File: config.mk
export PLATFORM = sky130hd
export DESIGN_NAME = rxmsr_register
export DESIGN_NICKNAME = d
export VERILOG_FILES = /design/src/hdl/rxmsr_pkg.sv /design/src/hdl/rxmsr_register.sv
export VERILOG_INCLUDE_DIRS = /design/src /design/src/hdl
export SDC_FILE = /design/constraint.sdc
export NUM_CORES = 1
export LEC_CHECK = 0
export CAP_MARGIN = 20
export CORE_UTILIZATION = 35
export CTS_CLUSTER_DIAMETER = 60
export DETAILED_ROUTE_END_ITERATION = 10
export DONT_BUFFER_PORTS = 1
export PLACE_DENSITY_LB_ADDON = 0.08
export SYNTH_ARGS = -nofsm -noshare
export SYNTH_HDL_FRONTEND = slang
export SYNTH_SLANG_ARGS = --single-unit
export TNS_END_PERCENT = 5
File: constraint.sdc
create_clock -name mclk -period 1 [get_ports mclk]
set_input_delay 0.2 -clock mclk [delete_from_list [all_inputs] [get_ports mclk]]
set_output_delay 0.2 -clock mclk [all_outputs]
set_load 0.1 [all_outputs]
File: src/hdl/rxmsr_defines.svh
// constants for the receiver modem status register block
//
// Contract
// - bit 13 reads the clear-to-send lead from the modem.
// - bit 12 reads the carrier-detect lead.
// - internal sync mode sets receiver-active after the configured sync count.
// - external sync or isochronous mode makes receiver-active follow sync-hunt.
// - receiver-active read-only, cleared by init, reset, sync-hunt falling.
// - bit 10 reads the secondary receive data lead.
// - bit 09 reads the data set ready lead.
// - with strip set, error-free sync characters set no ready flag.
// - strip, receive enable, sync-hunt are read/write, cleared by init/reset.
// - character-ready sets when synchronised and a character is loaded.
// - character-ready requests interrupt only while bit 06 is one.
// - character-ready read-only, cleared by init, reset, buffer read.
// - bit 05 enables interrupt on modem-status-change; cleared by init.
// - internal sync: sync-hunt enables sync character comparison.
// - isochronous: sync-hunt only enables character-ready generation.
// - external sync: sync-hunt enables ready flag and character framing.
// - bit 03 drives the secondary transmit data lead.
// - bit 02 drives request-to-send; software sets it before sending.
// - bit 01 drives the data-terminal-ready lead.
// - init clearing of the three modem output bits is selectable.
// - bit 15 sets on any modem lead change; cleared by init or read.
// - bit 00 reads zero; writes to read-only bits do nothing.
`ifndef RXMSR_DEFINES_SVH
`define RXMSR_DEFINES_SVH

// ==========================================================
// bit positions
`define RXMSR_BIT_CHANGE 15
`define RXMSR_BIT_RING 14
`define RXMSR_BIT_CTS 13
`define RXMSR_BIT_CARRIER 12
`define RXMSR_BIT_ACTIVE 11
`define RXMSR_BIT_SECRX 10
`define RXMSR_BIT_DSR 9
`define RXMSR_BIT_STRIP 8
`define RXMSR_BIT_DONE 7
`define RXMSR_BIT_RXIE 6
`define RXMSR_BIT_MCIE 5
`define RXMSR_BIT_HUNT 4
`define RXMSR_BIT_SECTX 3
`define RXMSR_BIT_RTS 2
`define RXMSR_BIT_DTR 1

// ==========================================================
// reset values
`define RXMSR_RESET_BIT 1'h0
`define RXMSR_REG_WIDTH 16

`endif

File: src/hdl/rxmsr_pkg.sv
// types for the receiver modem status register block
package rxmsr_pkg;

  typedef enum logic [1:0] {
    RXMSR_MODE_INTERNAL,
    RXMSR_MODE_EXTERNAL,
    RXMSR_MODE_ISO
  } rxmsr_mode_t;

  // modem input leads
  typedef struct packed {
    logic ring;
    logic clearToSend;
    logic carrier;
    logic secondaryReceive;
    logic modemReady;
  } rxmsr_leads_t;

  // receiver events presented to the register
  typedef struct packed {
    logic syncFound;
    logic charLoaded;
    logic charIsSync;
    logic charError;
  } rxmsr_rx_t;

endpackage

File: src/hdl/rxmsr_register.sv
// receiver control and status register with modem leads
`include "rxmsr_defines.svh"

module rxmsr_register
  import rxmsr_pkg::*;
#(
  parameter int SYNC_COUNT = 2,
  parameter bit CLEAR_MODEM_ON_INIT = 1'h1
) (
  // clock and reset
  input wire logic mclk,
  input wire logic rst_n,
  input wire logic busInit,
  // register port
  input wire logic csrRead,
  input wire logic csrWrite,
  input wire logic [15:0] csrWriteData,
  output logic [15:0] csrReadData,
  input wire logic bufferRead,
  // receiver side
  input wire rxmsr_mode_t rxMode,
  input wire rxmsr_rx_t rxEvent,
  output logic huntEnable,
  output logic framingEnable,
  output logic doneEnable,
  // modem leads
  input wire rxmsr_leads_t leads,
  output logic secondaryTransmitOut,
  output logic requestToSendOut,
  output logic terminalReadyOut,
  // interrupt request
  output logic receiveIrq
);

  // ==========================================================
  // reset synchroniser
  logic rstMeta;
  logic rstSync_n;

  always_ff @(posedge mclk or negedge rst_n) begin
    if (!rst_n) begin
      rstMeta <= 1'h0;
      rstSync_n <= 1'h0;
    end else begin
      rstMeta <= 1'h1;
      rstSync_n <= rstMeta;
    end
  end

  // ==========================================================
  // control bits
  logic syncStrip;
  logic receiveIrqEnable;
  logic modemChangeIrqEnable;
  logic syncHunt;
  logic secondaryTransmit;
  logic requestToSend;
  logic terminalReady;

  always_ff @(posedge mclk or negedge rstSync_n) begin
    if (!rstSync_n) begin
      syncStrip <= `RXMSR_RESET_BIT;
    end else if (busInit) begin
      syncStrip <= `RXMSR_RESET_BIT;
    end else if (csrWrite) begin
      syncStrip <= csrWriteData[`RXMSR_BIT_STRIP];
    end
  end

  always_ff @(posedge mclk or negedge rstSync_n) begin
    if (!rstSync_n) begin
      receiveIrqEnable <= `RXMSR_RESET_BIT;
    end else if (busInit) begin
      receiveIrqEnable <= `RXMSR_RESET_BIT;
    end else if (csrWrite) begin
      receiveIrqEnable <= csrWriteData[`RXMSR_BIT_RXIE];
    end
  end

  always_ff @(posedge mclk or negedge rstSync_n) begin
    if (!rstSync_n) begin
      modemChangeIrqEnable <= `RXMSR_RESET_BIT;
    end else if (busInit) begin
      modemChangeIrqEnable <= `RXMSR_RESET_BIT;
    end else if (csrWrite) begin
      modemChangeIrqEnable <= csrWriteData[`RXMSR_BIT_MCIE];
    end
  end

  always_ff @(posedge mclk or negedge rstSync_n) begin
    if (!rstSync_n) begin
      syncHunt <= `RXMSR_RESET_BIT;
    end else if (busInit) begin
      syncHunt <= `RXMSR_RESET_BIT;
    end else if (csrWrite) begin
      syncHunt <= csrWriteData[`RXMSR_BIT_HUNT];
    end
  end

  // optional clearing of modem outputs
  // master reset always clears; init only when the option is set
  // secondary transmit
  always_ff @(posedge mclk or negedge rstSync_n) begin
    if (!rstSync_n) begin
      secondaryTransmit <= `RXMSR_RESET_BIT;
    end else if (busInit && CLEAR_MODEM_ON_INIT) begin
      secondaryTransmit <= `RXMSR_RESET_BIT;
    end else if (csrWrite && !busInit) begin
      secondaryTransmit <= csrWriteData[`RXMSR_BIT_SECTX];
    end
  end

  always_ff @(posedge mclk or negedge rstSync_n) begin
    if (!rstSync_n) begin
      requestToSend <= `RXMSR_RESET_BIT;
    end else if (busInit && CLEAR_MODEM_ON_INIT) begin
      requestToSend <= `RXMSR_RESET_BIT;
    end else if (csrWrite && !busInit) begin
      requestToSend <= csrWriteData[`RXMSR_BIT_RTS];
    end
  end

  always_ff @(posedge mclk or negedge rstSync_n) begin
    if (!rstSync_n) begin
      terminalReady <= `RXMSR_RESET_BIT;
    end else if (busInit && CLEAR_MODEM_ON_INIT) begin
      terminalReady <= `RXMSR_RESET_BIT;
    end else if (csrWrite && !busInit) begin
      terminalReady <= csrWriteData[`RXMSR_BIT_DTR];
    end
  end

  // ==========================================================
  // modem lead sampling and change detect
  rxmsr_leads_t leadsPrev;
  logic leadsPrimed;
  localparam int LEAD_COUNT = $bits(rxmsr_leads_t);
  logic modemStatusChange;
  logic [LEAD_COUNT-1:0] leadToggle;

  always_ff @(posedge mclk or negedge rstSync_n) begin
    if (!rstSync_n) begin
      leadsPrev <= '0;
      leadsPrimed <= 1'h0;
    end else begin
      leadsPrev <= leads;
      leadsPrimed <= 1'h1;
    end
  end

  // first sample after reset is a capture, not a change
  for (genvar i = 0; i < LEAD_COUNT; i++) begin : g_leadToggle
    assign leadToggle[i] = leadsPrimed && (leads[i] != leadsPrev[i]);
  end

  always_ff @(posedge mclk or negedge rstSync_n) begin
    if (!rstSync_n) begin
      modemStatusChange <= 1'h0;
    end else if (busInit) begin
      modemStatusChange <= 1'h0;
    end else if (|leadToggle) begin
      modemStatusChange <= 1'h1;
    end else if (csrRead) begin
      modemStatusChange <= 1'h0;
    end
  end

  // ==========================================================
  // receiver active
  logic receiverActive;
  logic huntPrev;
  logic [1:0] syncSeen;
  logic huntFall;

  assign huntFall = huntPrev && !syncHunt;

  always_ff @(posedge mclk or negedge rstSync_n) begin
    if (!rstSync_n) begin
      huntPrev <= 1'h0;
    end else begin
      huntPrev <= syncHunt;
    end
  end

  // count contiguous sync characters
  // a non-sync character breaks the run
  always_ff @(posedge mclk or negedge rstSync_n) begin
    if (!rstSync_n) begin
      syncSeen <= 2'h0;
    end else if (busInit || !syncHunt || rxMode != RXMSR_MODE_INTERNAL) begin
      syncSeen <= 2'h0;
    end else if (rxEvent.syncFound && syncSeen < 2'(SYNC_COUNT)) begin
      syncSeen <= syncSeen + 2'h1;
    end else if (rxEvent.charLoaded && !rxEvent.charIsSync &&
                 syncSeen < 2'(SYNC_COUNT)) begin
      syncSeen <= 2'h0;
    end
  end

  // cleared by init and hunt falling
  always_ff @(posedge mclk or negedge rstSync_n) begin
    if (!rstSync_n) begin
      receiverActive <= 1'h0;
    end else if (busInit || huntFall) begin
      receiverActive <= 1'h0;
    end else if (rxMode != RXMSR_MODE_INTERNAL) begin
      receiverActive <= syncHunt;
    end else if (syncHunt && rxEvent.syncFound &&
                 syncSeen + 2'h1 >= 2'(SYNC_COUNT)) begin
      receiverActive <= 1'h1;
    end
  end

  // ==========================================================
  // receiver enables
  // internal mode hunts for sync
  always_ff @(posedge mclk or negedge rstSync_n) begin
    if (!rstSync_n) begin
      huntEnable <= 1'h0;
    end else begin
      huntEnable <= syncHunt && rxMode == RXMSR_MODE_INTERNAL;
    end
  end

  always_ff @(posedge mclk or negedge rstSync_n) begin
    if (!rstSync_n) begin
      framingEnable <= 1'h0;
    end else begin
      framingEnable <= syncHunt && rxMode == RXMSR_MODE_EXTERNAL;
    end
  end

  always_ff @(posedge mclk or negedge rstSync_n) begin
    if (!rstSync_n) begin
      doneEnable <= 1'h0;
    end else begin
      doneEnable <= syncHunt && rxMode != RXMSR_MODE_INTERNAL;
    end
  end

  // ==========================================================
  // character ready
  logic charReady;
  logic stripThis;

  assign stripThis = syncStrip && rxEvent.charIsSync && !rxEvent.charError;

  // buffer read clears, a new character wins
  always_ff @(posedge mclk or negedge rstSync_n) begin
    if (!rstSync_n) begin
      charReady <= 1'h0;
    end else if (busInit) begin
      charReady <= 1'h0;
    end else if (rxEvent.charLoaded && receiverActive && syncHunt &&
                 !stripThis) begin
      charReady <= 1'h1;
    end else if (bufferRead) begin
      charReady <= 1'h0;
    end
  end

  // ==========================================================
  // interrupt request
  // gated OR of both flags
  always_ff @(posedge mclk or negedge rstSync_n) begin
    if (!rstSync_n) begin
      receiveIrq <= 1'h0;
    end else begin
      receiveIrq <= (charReady && receiveIrqEnable) ||
                    (modemStatusChange && modemChangeIrqEnable);
    end
  end

  // ==========================================================
  // modem lead outputs
  // secondary transmit pin
  always_ff @(posedge mclk or negedge rstSync_n) begin
    if (!rstSync_n) begin
      secondaryTransmitOut <= 1'h0;
    end else begin
      secondaryTransmitOut <= secondaryTransmit;
    end
  end

  always_ff @(posedge mclk or negedge rstSync_n) begin
    if (!rstSync_n) begin
      requestToSendOut <= 1'h0;
    end else begin
      requestToSendOut <= requestToSend;
    end
  end

  always_ff @(posedge mclk or negedge rstSync_n) begin
    if (!rstSync_n) begin
      terminalReadyOut <= 1'h0;
    end else begin
      terminalReadyOut <= terminalReady;
    end
  end

  // ==========================================================
  // read data
  logic [15:0] next_readData;

  always_comb begin
    next_readData = 16'h0000;
    next_readData[`RXMSR_BIT_CHANGE] = modemStatusChange;
    next_readData[`RXMSR_BIT_RING] = leads.ring;
    next_readData[`RXMSR_BIT_CTS] = leads.clearToSend;
    next_readData[`RXMSR_BIT_CARRIER] = leads.carrier;
    next_readData[`RXMSR_BIT_ACTIVE] = receiverActive;
    next_readData[`RXMSR_BIT_SECRX] = leads.secondaryReceive;
    next_readData[`RXMSR_BIT_DSR] = leads.modemReady;
    next_readData[`RXMSR_BIT_STRIP] = syncStrip;
    next_readData[`RXMSR_BIT_DONE] = charReady;
    next_readData[`RXMSR_BIT_RXIE] = receiveIrqEnable;
    next_readData[`RXMSR_BIT_MCIE] = modemChangeIrqEnable;
    next_readData[`RXMSR_BIT_HUNT] = syncHunt;
    next_readData[`RXMSR_BIT_SECTX] = secondaryTransmit;
    next_readData[`RXMSR_BIT_RTS] = requestToSend;
    next_readData[`RXMSR_BIT_DTR] = terminalReady;
  end

  // registered copy, updated every cycle
  always_ff @(posedge mclk or negedge rstSync_n) begin
    if (!rstSync_n) begin
      csrReadData <= 16'h0000;
    end else begin
      csrReadData <= next_readData;
    end
  end

endmodule

# Yosys cells after proc, flatten, opt, wreduce, memory -nomap -nowiden
# Cells that the tools add are included.
[totals] in_bits=33 output_inout_bits=23 reg_bits=43
[classes] muxes=26 n_eq_ne=6 addsub=1 n_lt_le_gt_ge=2 n_reduce_logical=40
[op_table] cell="1-bit two-way mux" count=23
[op_table] cell="1-bit logical AND" count=22
[op_table] cell="3-bit nonzero test" count=4
[op_table] cell="2-bit two-way mux" count=3
[op_table] cell="2-bit nonzero test" count=3
[op_table] cell="1-bit logical NOT" count=5
[op_table] cell="1-bit inequality test" count=5
[op_table] cell="5-bit OR reduction" count=1
[op_table] cell="1-bit logical OR" count=4
[op_table] cell="2-bit by 1-bit adder with 2-bit output (second input constant)" count=1
[op_table] cell="2-bit by 1-bit == test with 1-bit output (second input constant)" count=1
[op_table] cell="2-bit greater-or-equal comparator (second input constant)" count=1
[op_table] cell="2-bit logical NOT" count=1
[op_table] cell="2-bit less-than comparator (second input constant)" count=1

# Longest topological paths before layout
[depth] depth_word=6 mapped_depth=3 ltp_nobuf=3

# Worst setup path after synthesis
# OpenSTA, ideal clock, no wires.
[synth_path] kind="register to output" start="register csrReadData[1]" end="output port csrReadData[1]" path_stages_with_launch=2 path_slack_ns=-0.524 required_ns=0.800 t_arrival_ns=1.324 cell_sequence="dfrtp_1 > buf_4"
[synth_rtl] element="from (decl)" line_no="rxmsr_register.sv:18" source="output logic [15:0] csrReadData,"
[synth_rtl] element="from (signal assigned)" line_no="rxmsr_register.sv:329" source="csrReadData <= next_readData;"
# No word-level cell between the ends.

==> flow_metrics.env <==
export IMPL_die_h_um=61.2
export IMPL_tns_ns=-3.61
export IMPL_synth_top_area_share_pct=69.5
export IMPL_critical_path_endpoint_type="output pin"
export IMPL_synthFlopType="dfrtp_1"
export IMPL_cts_setup_buffers=0
export IMPL_vdd_ir_drop_max_uv=797
export IMPL_worstSetupStartpointType="register"
export IMPL_grtUsageMet1_pct=16.5
export IMPL_multi_input_comb_area_um2=320
export IMPL_layout_common_cells="25 x dfrtp_1, 22 x buf_12, 8 x nor2_1"
export IMPL_seq_area_um2=880
export IMPL_met2_usage_pct=21.0
export IMPL_drive_above_1_share_pct=37.9
export IMPL_whs_endpoint="receiveIrqEnable"
export IMPL_synth_top_family_by_area="simple AND/OR/NAND/NOR gates"
export IMPL_die_area_um2=3740
export IMPL_status="complete, but fails checks"
export IMPL_yosysSeqAreaShare_pct=69.5
export IMPL_synth_compound_area_share_pct=5.01
export IMPL_yosys_area_share_adder_pct=0
export IMPL_skew_ns=0.00639
export IMPL_worst_pin_slew_ns=0.526
export IMPL_wire_per_inst_um=12.9
export IMPL_fmax_mhz=816
export IMPL_cp_required_ns=0.80
export IMPL_pwr_density_cell_nw_per_um2=1660
export IMPL_synthTopCellsByArea="dfrtp_1 69%, mux2i_1 5.7%, xor2_1 4.3%, buf_4 3.7%, nor2_1 2.5%"
export IMPL_synth_distinct_cells=25
export IMPL_largest_reg_flops=15
export IMPL_initial_core_util_pct=36.7
export IMPL_fill_cells=298
export IMPL_grt_pass1_wl_um=3590
export IMPL_slowest_delay_ns=0.52
export IMPL_holdWs_ns=0.0254
export IMPL_path_cells="buf_12"
export IMPL_postRouteAntennaNets=0
export IMPL_fp_row_count=21
export IMPL_finalWirelength_um=2190
export IMPL_cts_tree="yes"
export IMPL_grt_pass1_vias=798
export IMPL_top_register="csrReadData"
export IMPL_ys_warnings_count=0
export IMPL_grt_overflow_total=0
export IMPL_busiest_layer="met2"
export IMPL_vias_per_cell=4.42
export IMPL_reg2reg_from="csrReadData[13]"
export IMPL_fin_crit_sh_pct=123
export IMPL_first_iter_violations=15
export IMPL_nNetsFinal=156
export IMPL_clkLatencyLatePin_ns=0.33
export IMPL_ff2ff_path_depth=3
export IMPL_synth_edf_count=0
export IMPL_hold_violations=0
export IMPL_worst_path_max_fanout=2
export IMPL_hpwl_um=1530
export IMPL_synth_xor_area_share_pct=4.29
export IMPL_core_area_um2=3340
export IMPL_violations="setup timing"
export IMPL_io_buffers=0
export IMPL_place_gp_congestion=0.645
export IMPL_critPathSlowestCell="dfrtp_4"
export IMPL_path_clk_slew_ns=0.10
export IMPL_power_mw=3.14
export IMPL_rsz0062_at_grt="yes"
export IMPL_stdcell_count=170
export IMPL_dp_cells=154
export IMPL_avgSynthCellArea_um2=13.8
export IMPL_post_place_ws_ns=-0.0117
export IMPL_syn_to_final_growth_pct=54.1
export IMPL_period_minus_slack_ns=1.23
export IMPL_r2r_end="modemStatusChange"
export IMPL_final_max_slew_violation_count=0
export IMPL_grt_max_degree=18
export IMPL_min_path_type="primary input to register"
export IMPL_synthMuxAreaShare_pct=5.72
export IMPL_crit_type="register to output pin"
export IMPL_cts_root_buffer="clkbuf_4"
export IMPL_largest_registers="csrReadData: 15 flops, syncSeen: 2 flops"
export IMPL_numClockSinks=34
export IMPL_final_common_cell="dfrtp_1"
export IMPL_min_path_cells=2
export IMPL_p_leak_nw=0.873
export IMPL_vias=752
export IMPL_setup_ws_ns=-0.225
export IMPL_clock_path_buffers=2
export IMPL_die_w_um=61.2
export IMPL_crit_buf_inv=1
export IMPL_crit_family="flip-flops"
export IMPL_yosys_area_top_type="dfrtp_1"
export IMPL_finalSetupViolCount=23
export IMPL_ys_seq_elements=34
export IMPL_htree_levels=2
export IMPL_grt_met3_usage_pct=6.09
export IMPL_worstHoldStart="csrWriteData[6]"
export IMPL_drcViolationCount=0
export IMPL_dr_pass1_iters=7
export IMPL_syn_cell_area_um2=1220
export IMPL_grt_antenna_before_repair=0
export IMPL_postSynthCellCount=89
export IMPL_async_reset_ff_share_pct=100
export IMPL_r2r_slack_ns=-0.05
export IMPL_synth_simple_area_share_pct=10.2
export IMPL_io_pin_count=56
export IMPL_slew_headroom_pct=64.9
export IMPL_cts_made_buffers=5
export IMPL_max_cap_violations=0
export IMPL_grt_usage_pct=14.1
export IMPL_crit_arrival_ns=1.03
export IMPL_diodes=0
per-layer routing:
layer  part of all wire, %  vias up
li1                      -      360
met1                    40      352
met2                    48       32
met3                   9.0        8
met4                   3.0        0
met5                     0        -
worst max-delay path by stage:
stage | slack (ns) | to | cells past startpoint | startpoint
floorplan | -0.18 | modemStatusChange | 3 | csrReadData[14]
global placement | -0.03 | modemStatusChange | 3 | csrReadData[14]
detailed placement | -0.01 | modemStatusChange | 3 | csrReadData[14]
CTS | -0.25 | terminalReadyOut | 1 | csrReadData[1]
global route | -0.26 | terminalReadyOut | 1 | csrReadData[1]
finish | -0.23 | terminalReadyOut | 1 | csrReadData[1]
final cells by class:
class	instances	share of cell area, %
tap	46	3.05
timing repair buffer	33	28.9
clock inverter	3	2.12
sequential	34	46.6
inverter	2	0.398
clock buffer	5	1.99
multi-input combinational	47	17.0
per-stage QoR:
step                area (um2)  utilization [%]
CTS                       1870             55.9
detailed placement        1660             49.9
global placement          1660             49.9
floorplan                 1270                -
finish                    1890             56.6
global route              1890             56.6
where the power goes:
group          internal [mW]  switching [mW]
Clock                  0.518           0.446
Combinational          0.240           0.428
Sequential              1.45          0.0600
Total                   2.21           0.934
cells in the mapped netlist (all sizes together), types with 2 or more instances:
library cell	instances
nor3	4
a21oi	4
mux2i	7
xor2	6
and2b	2
nor2	9
inv	2
conb	2
dfrtp	34
nand2	2
buf	7
kinds of logic (layout without fill, tap and decap cells):
family | Yosys count | after routing
xor+xnor | 6 | 6
buf+inv | 9 | 43
compound gates | 9 | 9
simple gates | 22 | 22
mux | 7 | 7
other cells | 2 | 3
flops | 34 | 34
what timing repair did:
action | 4_1_cts | 5_1_grt
gates resized for setup | 11 | 6
cloned | 0 | 0
setup endpoints to repair | 23 | 26
endpoints found under the hold margin | 19 | 0
hold buffers | 8 | 0
pin swaps | 1 | 0
Note: power is estimated with default switching activity, not from simulation.
